===== src/rtl/abfp_pkg.sv =====
// Package with constants and types shared by the async byte FIFO port.
package abfp_pkg;
   localparam int unsigned DATA_W         = 8;
   localparam int unsigned RX_DEPTH       = 16;
   localparam int unsigned TX_DEPTH       = 16;
   localparam logic [1:0]  MODE_NONE      = 2'h0;
   localparam logic [1:0]  MODE_CHAN_A    = 2'h1;
   localparam logic [1:0]  MODE_CHAN_B    = 2'h2;
   localparam logic [1:0]  MODE_BOTH      = 2'h3;
   localparam logic        FLAG_RESET     = 1'h1;
   localparam logic [7:0]  DATA_RESET     = 8'h00;
   localparam logic        POWER_OK_NORMAL = 1'h0;
   typedef enum logic [1:0] {abfp_idle, abfp_read, abfp_write} abfp_state_t;
endpackage


===== src/rtl/abfp_fifo.sv =====
// Small synchronous FIFO used for the receive and transmit buffers.
`timescale 1ns/1ps
module abfp_fifo #(
   parameter int unsigned WIDTH = 8,
   parameter int unsigned DEPTH = 16
) (
   input  wire logic             clock,
   input  wire logic             rstn,
   input  wire logic             push,
   input  wire logic [WIDTH-1:0] push_data,
   input  wire logic             pop,
   output logic      [WIDTH-1:0] head,
   output logic                  empty,
   output logic                  full
);
   localparam int unsigned AW = (DEPTH > 1) ? $clog2(DEPTH) : 1;
   logic [WIDTH-1:0] mem [DEPTH];
   logic [AW-1:0]    rd_ptr;
   logic [AW-1:0]    wr_ptr;
   logic [AW:0]      count;
   logic [AW-1:0]    next_rd_ptr;
   logic [AW-1:0]    next_wr_ptr;
   logic [AW:0]      next_count;
   logic             do_push;
   logic             do_pop;

   always_comb begin
      do_push     = push && !full;
      do_pop      = pop && !empty;
      next_rd_ptr = rd_ptr;
      next_wr_ptr = wr_ptr;
      next_count  = count;
      if (do_push) begin
         next_wr_ptr = (wr_ptr == AW'(DEPTH - 1)) ? '0 : wr_ptr + 1'b1;
      end
      if (do_pop) begin
         next_rd_ptr = (rd_ptr == AW'(DEPTH - 1)) ? '0 : rd_ptr + 1'b1;
      end
      if (do_push && !do_pop) begin
         next_count = count + 1'b1;
      end else if (do_pop && !do_push) begin
         next_count = count - 1'b1;
      end
   end

   always_ff @(posedge clock or negedge rstn) begin
      if (!rstn) begin
         rd_ptr <= '0;
         wr_ptr <= '0;
         count  <= '0;
      end else begin
         rd_ptr <= next_rd_ptr;
         wr_ptr <= next_wr_ptr;
         count  <= next_count;
      end
   end

   // Storage has no reset; contents are only read once counted in.
   always_ff @(posedge clock) begin
      if (do_push) begin
         mem[wr_ptr] <= push_data;
      end
   end

   assign head  = mem[rd_ptr];
   assign empty = (count == '0);
   assign full  = (count == (AW+1)'(DEPTH));
endmodule // abfp_fifo


===== src/rtl/abfp_port.sv =====
// Asynchronous byte FIFO port for one channel, strobe driven by an external controller.
// What this block and its controller do
// RULE_01: Port works only when configuration selects this channel; the wake strobe still raises resume_req and flush_req whatever cfg_mode holds.
// RULE_02: Falling strobe edges start reads and perform writes.
// RULE_03: Data bus is input unless read strobe low.
// RULE_04: Data-available flag low while receive buffer nonempty.
// RULE_05: Flag goes high after read; relowers if more.
// RULE_06: Flags undriven during reset, pulled high.
// RULE_07: Space-available flag low while transmit buffer has room.
// RULE_08: Read fall presents receive head byte on bus.
// RULE_09: Read rise pops presented byte, advances buffer.
// RULE_10: Write fall captures bus byte into transmit buffer.
// RULE_11: Suspended with wakeup enabled, wake strobe requests resume.
// RULE_12: Controller holds wake input high before strobing.
// RULE_13: Normal operation, strobe flushes transmit data next IN.
// RULE_14: Controller never asserts both strobes together.
`timescale 1ns/1ps
module abfp_port #(
   parameter int unsigned  RX_DEPTH = abfp_pkg::RX_DEPTH,
   parameter int unsigned  TX_DEPTH = abfp_pkg::TX_DEPTH,
   parameter logic         CHANNEL  = 1'h0
) (
   input  wire logic       clock,
   input  wire logic       rstn,
   input  wire logic [1:0] cfg_mode,
   input  wire logic       cfg_wakeup_en,
   input  wire logic       power_ok_n,
   input  wire logic       rd_n,
   input  wire logic       wr_n,
   input  wire logic       send_now_wake_n,
   input  wire logic [7:0] chan_data_in,
   output logic      [7:0] chan_data_out,
   output logic            chan_data_oe,
   output logic            rx_avail_n,
   output logic            rx_avail_oe,
   output logic            tx_space_n,
   output logic            tx_space_oe,
   input  wire logic       rx_in_valid,
   input  wire logic [7:0] rx_in_data,
   output logic            rx_in_ready,
   output logic            tx_out_valid,
   output logic      [7:0] tx_out_data,
   input  wire logic       tx_out_ready,
   output logic            resume_req,
   output logic            flush_req
);
   logic                  enabled;
   logic                  rd_q;
   logic                  wr_q;
   logic                  wake_q;
   logic                  next_rd_q;
   logic                  next_wr_q;
   logic                  next_wake_q;
   logic                  rd_fall;
   logic                  rd_rise;
   logic                  wr_fall;
   logic                  wake_fall;
   logic                  rx_empty;
   logic                  rx_full;
   logic                  tx_empty;
   logic                  tx_full;
   logic [7:0]            rx_head;
   logic [7:0]            tx_head;
   logic                  rx_pop;
   logic                  rx_push;
   logic                  tx_push;
   logic                  tx_pop;
   abfp_pkg::abfp_state_t state;
   abfp_pkg::abfp_state_t next_state;
   logic [7:0]            next_chan_data_out;
   logic                  next_chan_data_oe;
   logic                  next_rx_avail_n;
   logic                  next_rx_avail_oe;
   logic                  next_tx_space_n;
   logic                  next_tx_space_oe;
   logic                  next_rx_in_ready;
   logic                  next_tx_out_valid;
   logic [7:0]            next_tx_out_data;
   logic                  next_resume_req;
   logic                  next_flush_req;

   // Each channel answers to its own mode code and to the code for both.
   assign enabled = (cfg_mode == abfp_pkg::MODE_BOTH) ||
                    (cfg_mode == (CHANNEL ? abfp_pkg::MODE_CHAN_B : abfp_pkg::MODE_CHAN_A)); // see RULE_01

   // Strobe history registers; they reset to the idle high level so no false edge follows reset.
   always_comb begin
      next_rd_q   = rd_n;
      next_wr_q   = wr_n;
      next_wake_q = send_now_wake_n;
   end

   always_ff @(posedge clock or negedge rstn) begin
      if (!rstn) begin
         rd_q   <= 1'h1;
         wr_q   <= 1'h1;
         wake_q <= 1'h1;
      end else begin
         rd_q   <= next_rd_q;
         wr_q   <= next_wr_q;
         wake_q <= next_wake_q;
      end
   end

   assign rd_fall   = rd_q && !rd_n; // see RULE_02
   assign rd_rise   = !rd_q && rd_n;
   assign wr_fall   = wr_q && !wr_n; // see RULE_02
   assign wake_fall = wake_q && !send_now_wake_n;

   // Receive buffer, filled from the far side and emptied by the read strobe.
   abfp_fifo #(
      .WIDTH (abfp_pkg::DATA_W),
      .DEPTH (RX_DEPTH)
   ) rx_buf (
      .clock     (clock),
      .rstn      (rstn),
      .push      (rx_push),
      .push_data (rx_in_data),
      .pop       (rx_pop),
      .head      (rx_head),
      .empty     (rx_empty),
      .full      (rx_full)
   );

   // Transmit buffer, filled by the write strobe and drained toward the far side.
   abfp_fifo #(
      .WIDTH (abfp_pkg::DATA_W),
      .DEPTH (TX_DEPTH)
   ) tx_buf (
      .clock     (clock),
      .rstn      (rstn),
      .push      (tx_push),
      .push_data (chan_data_in),
      .pop       (tx_pop),
      .head      (tx_head),
      .empty     (tx_empty),
      .full      (tx_full)
   );

   // Ready is registered, so it drops for one cycle after every accepted byte.
   // This halves the fill rate but guarantees the buffer is never offered a byte while full.
   assign rx_push = rx_in_valid && rx_in_ready;
   assign tx_pop  = !tx_empty && (!tx_out_valid || tx_out_ready);

   always_comb begin
      next_state         = state;
      next_chan_data_out = chan_data_out;
      next_chan_data_oe  = chan_data_oe;
      rx_pop             = 1'b0;
      tx_push            = 1'b0;
      case (state)
         abfp_pkg::abfp_idle: begin
            if (enabled && rd_fall && !rx_empty) begin
               next_state         = abfp_pkg::abfp_read;
               next_chan_data_out = rx_head; // see RULE_08
               next_chan_data_oe  = 1'b1; // see RULE_03
            end else if (enabled && wr_fall && !tx_full) begin
               tx_push    = 1'b1; // see RULE_10
               next_state = abfp_pkg::abfp_write;
            end
         end
         abfp_pkg::abfp_read: begin
            if (rd_rise || !enabled) begin
               rx_pop            = rd_rise; // see RULE_09
               next_chan_data_oe = 1'b0; // see RULE_03
               next_state        = abfp_pkg::abfp_idle;
            end
         end
         abfp_pkg::abfp_write: begin
            // A new write needs the strobe to go high again first.
            if (wr_n) begin
               next_state = abfp_pkg::abfp_idle;
            end
         end
         default: begin
            next_state        = abfp_pkg::abfp_idle;
            next_chan_data_oe = 1'b0;
         end
      endcase

      // The flag stays high through a read and for the cycle after it, while the pop settles.
      next_rx_avail_n  = !enabled || rx_empty || (state == abfp_pkg::abfp_read) ||
                         (next_state == abfp_pkg::abfp_read); // see RULE_04, RULE_05
      next_rx_avail_oe = 1'b1; // see RULE_06
      next_tx_space_n  = !enabled || tx_full || tx_push; // see RULE_07
      next_tx_space_oe = 1'b1; // see RULE_06
      next_rx_in_ready = !rx_full && !rx_push;
      next_tx_out_valid = tx_out_valid;
      next_tx_out_data  = tx_out_data;
      if (tx_pop) begin
         next_tx_out_valid = 1'b1;
         next_tx_out_data  = tx_head;
      end else if (tx_out_ready) begin
         next_tx_out_valid = 1'b0;
      end
      next_resume_req = wake_fall && power_ok_n && cfg_wakeup_en; // see RULE_11
      next_flush_req  = wake_fall && (power_ok_n == abfp_pkg::POWER_OK_NORMAL); // see RULE_13
   end

   // Flag enables stay low in reset so the pins float to their pull-up level.
   always_ff @(posedge clock or negedge rstn) begin
      if (!rstn) begin
         state         <= abfp_pkg::abfp_idle;
         chan_data_out <= abfp_pkg::DATA_RESET;
         chan_data_oe  <= 1'b0;
         rx_avail_n    <= abfp_pkg::FLAG_RESET;
         rx_avail_oe   <= 1'b0;
         tx_space_n    <= abfp_pkg::FLAG_RESET;
         tx_space_oe   <= 1'b0;
         rx_in_ready   <= 1'b0;
         tx_out_valid  <= 1'b0;
         tx_out_data   <= abfp_pkg::DATA_RESET;
         resume_req    <= 1'b0;
         flush_req     <= 1'b0;
      end else begin
         state         <= next_state;
         chan_data_out <= next_chan_data_out;
         chan_data_oe  <= next_chan_data_oe;
         rx_avail_n    <= next_rx_avail_n;
         rx_avail_oe   <= next_rx_avail_oe;
         tx_space_n    <= next_tx_space_n;
         tx_space_oe   <= next_tx_space_oe;
         rx_in_ready   <= next_rx_in_ready;
         tx_out_valid  <= next_tx_out_valid;
         tx_out_data   <= next_tx_out_data;
         resume_req    <= next_resume_req;
         flush_req     <= next_flush_req;
      end
   end
endmodule // abfp_port


===== config.mk =====
export PLATFORM = sky130hd
export DESIGN_NAME = abfp_port
export DESIGN_NICKNAME = d
export VERILOG_FILES = /design/src/rtl/abfp_pkg.sv /design/src/rtl/abfp_fifo.sv /design/src/rtl/abfp_port.sv
export SDC_FILE = /design/constraint.sdc
export NUM_CORES = 1
export LEC_CHECK = 0
export BUFFER_PORTS_ARGS = -buffer_cell sky130_fd_sc_hd__buf_2
export CORE_MARGIN = 1
export CORE_UTILIZATION = 39
export DETAILED_ROUTE_END_ITERATION = 7
export GPL_TIMING_DRIVEN = 0
export HOLD_SLACK_MARGIN = 0.03
export SYNTH_ARGS = -nofsm -noshare
export SYNTH_HDL_FRONTEND = slang
export SYNTH_SLANG_ARGS = --single-unit

===== constraint.sdc =====
create_clock -name clock -period 4.4 [get_ports clock]
set_input_delay 0.88 -clock clock [delete_from_list [all_inputs] [get_ports clock]]
set_output_delay 0.88 -clock clock [all_outputs]
set_load 0.01 [all_outputs]

## After elaboration in Yosys (flattened, before gate mapping)

Memory sizes are Yosys's and may differ from the RTL's. A register that Yosys moved wholly into a read port is not among the register bits.
Index checks and enable logic that the tools add are counted.

- Flip-flop bits (word level): 39
- Bits in latches: 0
- Memory bits (writable): 256
- Memory bits (read-only): 0
- Memories: 2

- Add/subtract/negate cells: 8
- Multiply operators: 0
- Div/mod/pow operators: 0
- Order comparisons: 0
- Equality and inequality tests: 13
- Shifts and indexed selects: 0
- Mux-type cells: 27
- Bitwise operators: 2
- Reductions and logical operators: 55

Memories:

| name | words | bits a word | read ports | clocked after memory_dff | wr ports | RTL line | text |
|---|---|---|---|---|---|---|---|
| rx_buf.mem | 16 | 8 | 1 | 1 | 1 | abfp_fifo.sv:17 | `logic [WIDTH-1:0] mem [DEPTH];` |
| tx_buf.mem | 16 | 8 | 1 | 1 | 1 | abfp_fifo.sv:17 |  |

Operator list:

| operator | count |
|---|---|
| $logic_and 1x1->1 | 22 |
| $mux 5 | 4 |
| $logic_not 1->1 | 17 |
| $add 4x1->4 const B | 4 |
| $eq 4x4->1 const B | 4 |
| $mux 4 | 4 |
| $mux 1 | 13 |
| $add 5x1->5 const B | 2 |
| $eq 5x5->1 const B | 2 |
| $logic_not 5->1 | 2 |
| $sub 5x1->5 const B | 2 |
| $logic_or 1x1->1 | 8 |
| $mux 2 | 4 |
| $eq 2x1->1 const B | 3 |
| $pmux 2 s3 | 1 |
| $reduce_bool 2->1 | 3 |
| $eq 2x2->1 const B | 2 |
| $ne 2x2->1 const B | 2 |
| $pmux 1 s3 | 1 |
| $reduce_and 3->1 | 1 |
| $logic_not 2->1 | 1 |
| $not 1->1 | 2 |
| $reduce_and 2->1 | 1 |

## Logic depth before layout (Yosys ltp)

Gate-level depths: netlist (run 1).

- Word-level depth: 12
- Gate-level depth with buffers: 13
- Mapped depth without buffers: 10

## Hierarchy

From an unflattened synthesis (run 1), not the netlist that was laid out.

- Cells, all modules: 731
- Area total of the unflattened synthesis: 12,976.2 sq um

Modules (own cells, without submodules):

| module | times used | cells an instance | area an instance (sq um) | sequential area each (sq um) |
|---|---|---|---|---|
| abfp_fifo | 2 | 327 | 5,919.4 | 4,169.0 |
| abfp_port | 1 | 77 | 1,137.3 | 732.0 |

## Least setup slack after synthesis (run 1)

OpenSTA, ideal clock, no wires.

- Kind: register to register
- Start: reg rx_buf.count[1]
- End: reg tx_buf.count[4]
- Data arrival time: 3.012 ns
- Required time: 4.320 ns
- Slack: 1.308 ns
- Cell stages (with the launch flop): 14
- Clock period less this slack: 3.092 ns
- Path through: dfrtp_1 -> or4_1 -> buf_2 -> o2111ai_2 -> and3_1 -> buf_6 -> buf_8 -> ha_1 -> inv_1 -> fa_1 -> a21o_1 -> a21oi_1 -> mux2i_1 -> xnor2_1

- Longest elaborated chain between the ends: 9
- Elaborated cells on any way between the ends: 11

Ends and longest elaborated chain:

| element | RTL line | text |
|---|---|---|
| start: declaration | abfp_fifo.sv:20 | `logic [AW:0] count;` |
| start signal: assignment | abfp_fifo.sv:54 | `count <= next_count;` |
| $logic_not 5->1 * | abfp_fifo.sv:66 | `assign empty = (count == '0);` |
| $logic_not 1->1 * | abfp_port.sv:153 | `if (enabled && rd_fall && !rx_empty) begin` |
| $logic_and 1x1->1 * | abfp_port.sv:153 |  |
| $mux 1 * | abfp_port.sv:153 |  |
| $mux 1 * | abfp_port.sv:151 | `case (state)` |
| $logic_and 1x1->1 * | abfp_fifo.sv:28 | `do_push = push && !full;` |
| net tx_buf.do_push | abfp_fifo.sv:24 | `logic do_push;` |
| $logic_not 1->1 | abfp_fifo.sv:41 | `end else if (do_pop && !do_push) begin` |
| $logic_and 1x1->1 | abfp_fifo.sv:41 |  |
| $reduce_bool 2->1 (no source line) | -- |  |
| end signal: assignment | abfp_fifo.sv:54 |  |
| end: declaration | abfp_fifo.sv:20 |  |

Mark *: on every way through the listed nets, which the timed path passes. The rest lies on a longest branch.
A chain may end at the register's enable or synchronous reset.

## Final worst setup path (run 1)

Same ends and word-level chain as after synthesis.

==> results of run 1 <==
[power breakdown]
group | leakage, uW | internal, uW | total, uW | switching, uW
registers | 0.00296 | 3510 | 3700 | 197
logic | 0.00147 | 1020 | 2280 | 1260
clock network | 0.000535 | 1600 | 2750 | 1140
[placed cells by master, fill, tap and decap left out, drive strengths merged, types with 3 or more instances in the layout]
master,instances
o21ai,12
inv,13
mux2,7
a21o,13
o22ai,16
buf,71
a32oi,8
mux2i,26
nand2b,6
and2,5
and3,13
o211ai,3
nor2b,3
nand3,4
dfrtp,50
a211oi,8
edfxtp,256
xor2,4
clkbuf,60
clkinv,15
xnor2,8
mux4,56
ha,18
dfstp,5
a21oi,17
nor3,5
nor2,30
nand2,17
a31oi,9
[cells by family (layout without fill, tap and decap cells)]
| family | after synthesis | after routing | synth area share (%) |
|---|---|---|---|
| flip-flops | 311 | 311 | 73.0 |
| AO/OA/AOI/OAI | 99 | 99 | 5.48 |
| AND/OR/NAND/NOR | 94 | 94 | 3.89 |
| multiplexers | 89 | 89 | 12.9 |
| buffers and inverters | 47 | 161 | 1.74 |
| adder cells (fa/ha/maj) | 20 | 20 | 2.13 |
| XOR/XNOR | 12 | 12 | 0.846 |
| other | 1 | 2 | 0.0302 |
[per-layer routing]
metal  wire [um]  track usage, %  vias to the layer above
met1       11100            21.0                     3234
met4         584            4.96                        2
met3        1190            3.03                       44
met5          12               0                        -
li1            -               -                     2882
met2       12900            27.6                      158
[worst max path at each step]
| stage | to | slack, ps | cells after the start |
|---|---|---|---|
| floorplan | tx_buf.count[4] | 1310 | 13 |
| global placement | tx_buf.count[4] | 960 | 12 |
| detailed placement | tx_buf.count[4] | 920 | 12 |
| CTS | tx_buf.count[4] | 1020 | 13 |
| global route | tx_buf.count[4] | 800 | 13 |
| finish | tx_buf.count[4] | 1050 | 13 |
[layout make-up]
| type | instances | area share (%) |
|---|---|---|
| multi-input combinational | 315 | 22.1 |
| buffer | 35 | 1.20 |
| timing repair buffer | 50 | 1.77 |
| tap | 396 | 3.47 |
| inverter | 12 | 0.316 |
| antenna | 1 | 0.0175 |
| clock buffer | 46 | 6.71 |
| clock inverter | 18 | 0.929 |
| sequential | 311 | 63.5 |
[sequential cells by signal, summed over array words and instances (netlist names)]
register,cells
chan_data_oe,1
chan_data_out,8
flush_req,1
rd_q,1
resume_req,1
rx_avail_n,1
rx_buf.count,5
rx_buf.mem,128
rx_buf.rd_ptr,4
rx_buf.wr_ptr,4
rx_in_ready,1
state,2
tx_buf.count,5
tx_buf.mem,128
tx_buf.rd_ptr,4
tx_buf.wr_ptr,4
tx_out_data,8
tx_out_valid,1
tx_space_n,1
tx_space_oe,1
wake_q,1
wr_q,1
[stage by stage]
stage | hold WS (ps) | setup slack (ps)
detailed placement | 460 | 923
CTS | 474 | 1020
global route | 486 | 801
floorplan | 476 | 1310
global placement | 459 | 955
finish | 431 | 1050
[critical path: stages (launching register included)]
cell and delay, ps:
dfrtp_1 430, or4_1 540, buf_2 170, o2111ai_2 200, and3_1 200, buf_6 140, buf_8 130, ha_1 160
inv_1 120, fa_1 480, a21o_1 180, a21oi_1 160, mux2i_1 230, xnor2_1 140
==> reports/results.tsv, run 1 <==
metric	value	unit
gp_congestion	0.801	
antenna_found_initial	2	
grtUsageTotal	16.2	%
cts_root_buf	clkbuf_16	
fin_skew	19.8	ps
grt_max_degree	56	
max_freq	298	MHz
fin_util	46.1	%
synth-edff-count	256	
r2r-end	tx_buf.count[4]	
critPathLaunchType	flip-flop	
peakVddDrop	0.313	mV
firstDrtPassIters	5	
finalNonFillerCells	1184	
p_per_area	611	mW/mm2
critPathArrivalTime	3780	ps
r2r_setup_slack	1050	ps
synthToLayoutAreaGrowth	14.9	%
wirelength	25.7	mm
postCtsSetupBuffers	0	
synth_nets	720	
synth_cells	673	
worst_pin_slew	1250	ps
crit_type	reg2reg	
setup_viol	0	
required	4830	ps
first_global_vias	6442	
placed_cells	1119	
synth_top_cell_area_share	61.9	%
fin_setup_tns	0	ps
synth_most_common_cell	edfxtp_1	
period_minus_slack	3350	ps
critPathCaptureType	flip-flop	
synth_area_per_cell	18.5	um2
synth_seq_cells	311	
status	complete, no violations	
ctsHoldBuffers	0	
wire_per_inst	21.7	um
ioPinCount	52	
finalPower	8730	uW
finalHoldViolCount	0	
syn-cell-area	0.0124	mm2
netlist_top_cells_area	edfxtp_1 62%, mux4_2 10%, dfrtp_1 10%	
port_buffers	50	
ant_nets	0	
maxSlewViolCount	0	
synthTopCellsByCount	256 x edfxtp_1, 56 x mux4_2, 50 x dfrtp_1, 30 x nor2_1, 26 x mux2i_1	
crit_start	rx_buf.count[1]	
synth_warnings	0	
cts_resized	0	
grt_pass1_wl	39.4	mm
max_slew_margin	15.8	%
cts_tree	done	
r2r_start	rx_buf.count[1]	
rsz0062_at_grt	no	
reg2reg_depth	13	
fill_cells	2653	
maxCapViolCount	0	
yosysSeqAreaShare	73.0	%
synth_flop_cell	edfxtp_1	
dieArea	0.0326	mm2
hpwl	16.7	mm
core	0.0310	mm2
drt_iter0_drc	503	
async_reset_ff_share	17.7	%
leakagePower	0.00497	uW
drc_errors	0	
cts.clk_slew.worst_paths	60	ps
place_area	0.0132	mm2
path_max_fanout	10	
finalNetCount	807	
synth.largest_area_cell	edfxtp_1	
initial_core_util	40.1	%
ys_types	59	
clockBufferDepth	3	
die_height	180	um
vias	6320	
clock-sinks	311	
period_share	76.2	%
layout.area.seq	0.00907	mm2
row_count	64	
via_per_inst	5.34	
cts-htree-levels	2	
globalRouteOverflowTotal	0	
fp.dieW	180	um
fin_area	0.0143	mm2
numCtsBuffers	35	
hold_path_class	in2async	
clock_latency	510	ps
multi_input_area	0.00315	mm2
layout-drive-gt1-share	24.3	%
(Power assumes the default switching activity.)
==> run 2: changes to the inputs <==
Clock period 4.4 ns to 3.3 ns, I/O delays scaled along.
==> reports/results.tsv, run 2 (synthesis gave the netlist of run 1 again) <==
metric	value	unit	change
status	complete, no violations		
fin_ws	133	ps	-916 ps
top_regs	rx_buf.mem: 128 flops, tx_buf.mem: 128 flops		
combPwrFrac	26.6	%	+0.5 points
p_per_area	816	mW/mm2	+34%
wire_per_inst	21.8	um	+0.27%
p_int	8210	uW	+34%
p_switching	3500	uW	+34%
reg2reg_depth	13		unchanged
critPathArrivalTime	3590	ps	-190 ps
via_per_inst	5.38		+0.84%
fin_skew	20.7	ps	+0.938 ps
power_frac_seq	42.1	%	-0.3 points
period_minus_slack	3170	ps	-184 ps
first_global_vias	6455		+0.20%
gp_congestion	0.801		unchanged
layout-drive-gt1-share	25.4	%	+1.2 points
critPathLaunchType	flip-flop		
cts-htree-levels	2		unchanged
pwr-share-clk	31.3	%	-0.2 points
antenna_found_initial	2		unchanged
required	3720	ps	-1110 ps
fin_area	0.0143	mm2	+0.47%
finalNetCount	810		+0.37%
vias	6389		+1.1%
pre_cts_slack	-61.4	ps	-984 ps
finalNonFillerCells	1187		+0.25%
layout_commonest_cell	edfxtp_1		
netSwitchingFraction	29.9	%	+0.055 points
grt_pass1_wl	39.4	mm	about the same
place_area	0.0132	mm2	unchanged
port_buffers	50		unchanged
setup_viol	0		unchanged
crit_type	reg2reg		
most-common-layout-cells	256 x edfxtp_1, 58 x buf_2, 56 x mux4_2, 49 x dfrtp_1, 36 x clkbuf_16		
initial_core_util	40.1	%	unchanged
fin_setup_tns	0	ps	unchanged
worst_pin_slew	1320	ps	+68.4 ps
synthToLayoutAreaGrowth	15.4	%	
drt_iter0_drc	511		+1.6%
firstDrtPassIters	5		unchanged
critPathCaptureType	flip-flop		
placed_cells	1119		unchanged
r2r_start	rx_buf.count[0]		
fill_cells	2645		-0.30%
cts_tree	done		
hold_path_class	in2async		
row_count	64		unchanged
maxCapViolCount	0		unchanged
fin_util	46.3	%	+0.22 points
die_height	180	um	unchanged
cts.clk_slew.worst_paths	60	ps	about the same
grt_max_degree	56		unchanged
ant_nets	0		unchanged
finalHoldViolCount	0		unchanged
peakVddDrop	0.417	mV	+33%
r2r_setup_slack	130	ps	-920 ps
ioPinCount	52		unchanged
wirelength	25.9	mm	+0.53%
grtUsageTotal	16.2	%	about the same
fp.dieW	180	um	unchanged
clock_latency	510	ps	about the same
max_freq	316	MHz	+5.8%
clockBufferDepth	3		unchanged
globalRouteOverflowTotal	0		unchanged
path_max_fanout	10		unchanged
dieArea	0.0326	mm2	unchanged
r2r-end	tx_buf.count[4]		
leakagePower	0.00498	uW	+0.28%
numCtsBuffers	35		unchanged
drc_errors	0		unchanged
clock-sinks	311		unchanged
cts_root_buf	clkbuf_16		
hpwl	16.7	mm	unchanged
core	0.0310	mm2	unchanged
max_slew_margin	11.2	%	-4.6 points
maxSlewViolCount	0		unchanged
period_share	96.0	%	+20 points
==> run 2: power groups by stage <==
stage          sequential (uW)  clock [uW]  combinational [uW]
2_1_floorplan             4990           0                2140
3_5_place_dp              5020           0                3080
6_report                  4930        3660                3110
5_1_grt                   4980        3910                3390
4_1_cts                   4940        3740                3100
3_3_place_gp              5000           0                3040
==> run 2: worst max path at each step <==
stage / from / endpoint / slack [ps] / depth (start not counted)
after floorplan: rx_buf.count[1] / tx_buf.count[4] / 210 / 13
final: rx_buf.count[0] / tx_buf.count[4] / 130 / 13
after CTS: rx_buf.count[0] / tx_buf.count[4] / 30 / 13
after global routing: rx_buf.count[0] / tx_buf.count[4] / -50 / 13
after global placement: rx_buf.count[0] / tx_buf.count[4] / -50 / 13
after detailed placement: rx_buf.count[1] / tx_buf.count[4] / -60 / 13
==> run 2: per-stage QoR <==
stage | power, uW | hold WS (ps)
2_1_floorplan | 7140 | 364
3_3_place_gp | 8050 | 459
3_5_place_dp | 8090 | 460
4_1_cts | 11800 | 260
5_1_grt | 12300 | 266
6_report | 11700 | 212
==> run 2: final cells by class <==
class | count | area (um2) | share of cell area (%)
Inverter | 12 | 45.0 | 0.314
Timing Repair Buffer | 53 | 275 | 1.92
Tap cell | 396 | 495 | 3.45
Antenna cell | 1 | 2.50 | 0.0174
Buffer | 35 | 178 | 1.24
Clock buffer | 46 | 958 | 6.68
Multi-Input combinational cell | 315 | 3190 | 22.2
Sequential cell | 311 | 9070 | 63.2
Clock inverter | 18 | 133 | 0.925
==> run 2: worst max-delay path, stage by stage (launching register included) <==
cell	delay, ps
dfrtp_2	430
or4_1	530
buf_6	160
o2111ai_4	200
and3_4	210
buf_6	130
buf_8	130
ha_2	180
inv_2	70
fa_2	350
a21o_1	180
a21oi_2	150
mux2i_1	220
xnor2_1	140
==> run 2: what timing repair did <==
action                                  CTS  global route
gates cloned                              0             0
resized for setup                         3             8
hold endpoints to repair                  0             0
endpoints found under the setup margin    1             2
hold buffers                              0             0
setup buffers                             1             2
pin swaps                                 0             1
==> run 2: per-layer routing <==
layer / track usage [%] / share of wire, % / up-vias
met5: 0 / 0.066 / -
met2: 27.6 / 50 / 159
li1: - / - / 2890
met4: 4.96 / 2.3 / 2
met1: 21.0 / 43 / 3293
met3: 3.03 / 4.4 / 45
==> run 3: changes to the inputs <==
Settings changed: PLACE_DENSITY from default to 0.66.
==> reports/results.tsv, run 3 (synthesis gave the netlist of run 1 again) <==
metric	value	unit	change
ant_nets	0		unchanged
drc_errors	0		unchanged
crit_type	reg2reg		
max_freq	318	MHz	+0.86%
n_antenna_cell	0		-1
die_height	180	um	unchanged
r2r_setup_slack	160	ps	+30 ps
layout-drive-gt1-share	24.1	%	-1.4 points
firstDrtPassIters	5		unchanged
fill_cells	2621		-0.91%
r2r_start	rx_buf.count[0]		
layout_commonest_cell	edfxtp_1		
top_regs	rx_buf.mem: 128 flops, tx_buf.mem: 128 flops		
fp.dieW	180	um	unchanged
vias	6326		-0.99%
port_buffers	50		unchanged
place_area	0.0132	mm2	about the same
core	0.0310	mm2	unchanged
status	complete, no violations		
fin_skew	29.7	ps	+9.00 ps
numCtsBuffers	31		-11%
clockBufferDepth	3		unchanged
hold_slack	147	ps	-65.9 ps
reg2reg_depth	12		-1
ioPinCount	52		unchanged
maxSlewViolCount	0		unchanged
required	3780	ps	+60 ps
setup_viol	0		unchanged
p_switching	3350	uW	-4.1%
wire_per_inst	20.8	um	-4.7%
crit_start	rx_buf.count[0]		
path_max_fanout	18		+8
ctsHoldBuffers	0		unchanged
r2r-end	tx_buf.count[4]		
finalPower	11400	uW	-2.2%
dieArea	0.0326	mm2	unchanged
met2_usage	25.1	%	-2.5 points
period_share	95.2	%	-0.82 points
hold_path_class	in2async		
clock_latency	570	ps	+60 ps
most-common-layout-cells	256 x edfxtp_1, 58 x buf_2, 56 x mux4_2, 49 x dfrtp_1, 31 x clkbuf_16		
initial_core_util	40.1	%	unchanged
critPathLaunchType	flip-flop		
drt_iter0_drc	409		-20%
globalRouteOverflowTotal	0		unchanged
power_frac_seq	43.0	%	+0.9 points
cts_root_buf	clkbuf_16		
period_minus_slack	3140	ps	-27.1 ps
worst_pin_slew	1360	ps	+38.3 ps
peakVddDrop	0.443	mV	+6.4%
grtUsageTotal	15.2	%	-1.0 points
antenna_found_initial	0		-2
netSwitchingFraction	29.3	%	-0.56 points
grt_pass1_wl	37.7	mm	-4.3%
gp_congestion	0.791		-1.3%
grt_max_degree	56		unchanged
first_global_vias	6394		-0.95%
use_met3	2.10	%	-0.93 points
combPwrFrac	26.8	%	+0.2 points
cts_tree	done		
finalHoldViolCount	0		unchanged
finalNetCount	805		-0.62%
top_usage_layer	met2		
critPathCaptureType	flip-flop		
critPathArrivalTime	3620	ps	+30 ps
fin_area	0.0142	mm2	-0.96%
p_int	8090	uW	-1.5%
cts-htree-levels	1		-1
via_per_inst	5.37		-0.14%
wirelength	24.5	mm	-5.5%
p_per_area	806	mW/mm2	-1.3%
cts.clk_slew.worst_paths	70	ps	about the same
pwr-share-clk	30.1	%	-1.2 points
row_count	64		unchanged
hpwl	16.3	mm	-2.5%
endpoint	tx_buf.count[4]		
clock-sinks	311		unchanged
grt_util_met1	21.2	%	+0.15 points
max_slew_margin	8.59	%	-2.6 points
maxCapViolCount	0		unchanged
synthToLayoutAreaGrowth	14.3	%	
leakagePower	0.00492	uW	-1.2%
==> run 3: how the worst min path moves through the flow <==
stage	startpoint	to	slack, ps
finish	rstn	tx_out_data[7]	150
global placement	chan_data_out[2]	chan_data_out[2]	460
CTS	wr_n	wr_q	200
floorplan	rstn	chan_data_oe	360
global route	wr_n	wr_q	200
detailed placement	chan_data_out[1]	chan_data_out[1]	470
==> run 3: layout make-up <==
| type | count | area, um2 | share of cell area [%] |
|---|---|---|---|
| Buffer | 34 | 159 | 1.12 |
| Clock buffer | 39 | 806 | 5.67 |
| Clock inverter | 17 | 191 | 1.35 |
| Inverter | 12 | 45.0 | 0.317 |
| Multi-Input combinational cell | 315 | 3160 | 22.3 |
| Sequential cell | 311 | 9070 | 63.9 |
| Tap cell | 396 | 495 | 3.49 |
| Timing Repair Buffer | 53 | 275 | 1.94 |
==> run 3: layer usage <==
layer	part of all wire (%)	vias up	routed length (um)
met5	0	-	0
met4	2.2	0	535
met3	3.9	35	957
met2	49	165	11900
met1	45	3261	11000
li1	-	2865	-
==> run 3: worst max-delay path, cell delays in order, from the launching register on <==
cell and delay [ps]:
dfrtp_2 420, or4_1 520, buf_4 180, o2111ai_4 210, and3_4 220, buf_6 170, ha_2 210, inv_2 70
fa_2 400, a21o_1 170, a21oi_2 140, mux2i_1 230, xnor2_1 130
==> run 3: timing repair <==
item	4_1_cts	5_1_grt
buffers inserted	1	2
setup endpoints to repair	1	3
resized for setup	3	6
pin swaps	0	0
==> run 3: per-stage QoR <==
step           worst slack (ps)  setup TNS [ps]  utilization (%)  std cells
2_1_floorplan               208               0                -        673
3_3_place_gp              -44.6           -44.6             42.5       1119
3_5_place_dp              -71.5           -71.5             42.5       1119
4_1_cts                    4.48               0             45.8       1176
5_1_grt                   -5.19           -6.85             45.8       1177
6_report                    160               0             45.8       1177
==> run 3: power groups by stage <==
stage	combinational [uW]	clock (uW)	sequential, uW
after floorplan	2140	0	4990
after global placement	3010	0	5000
after detailed placement	3050	0	5010
after CTS	3080	3510	4930
after global routing	3370	3650	4970
final	3070	3450	4930
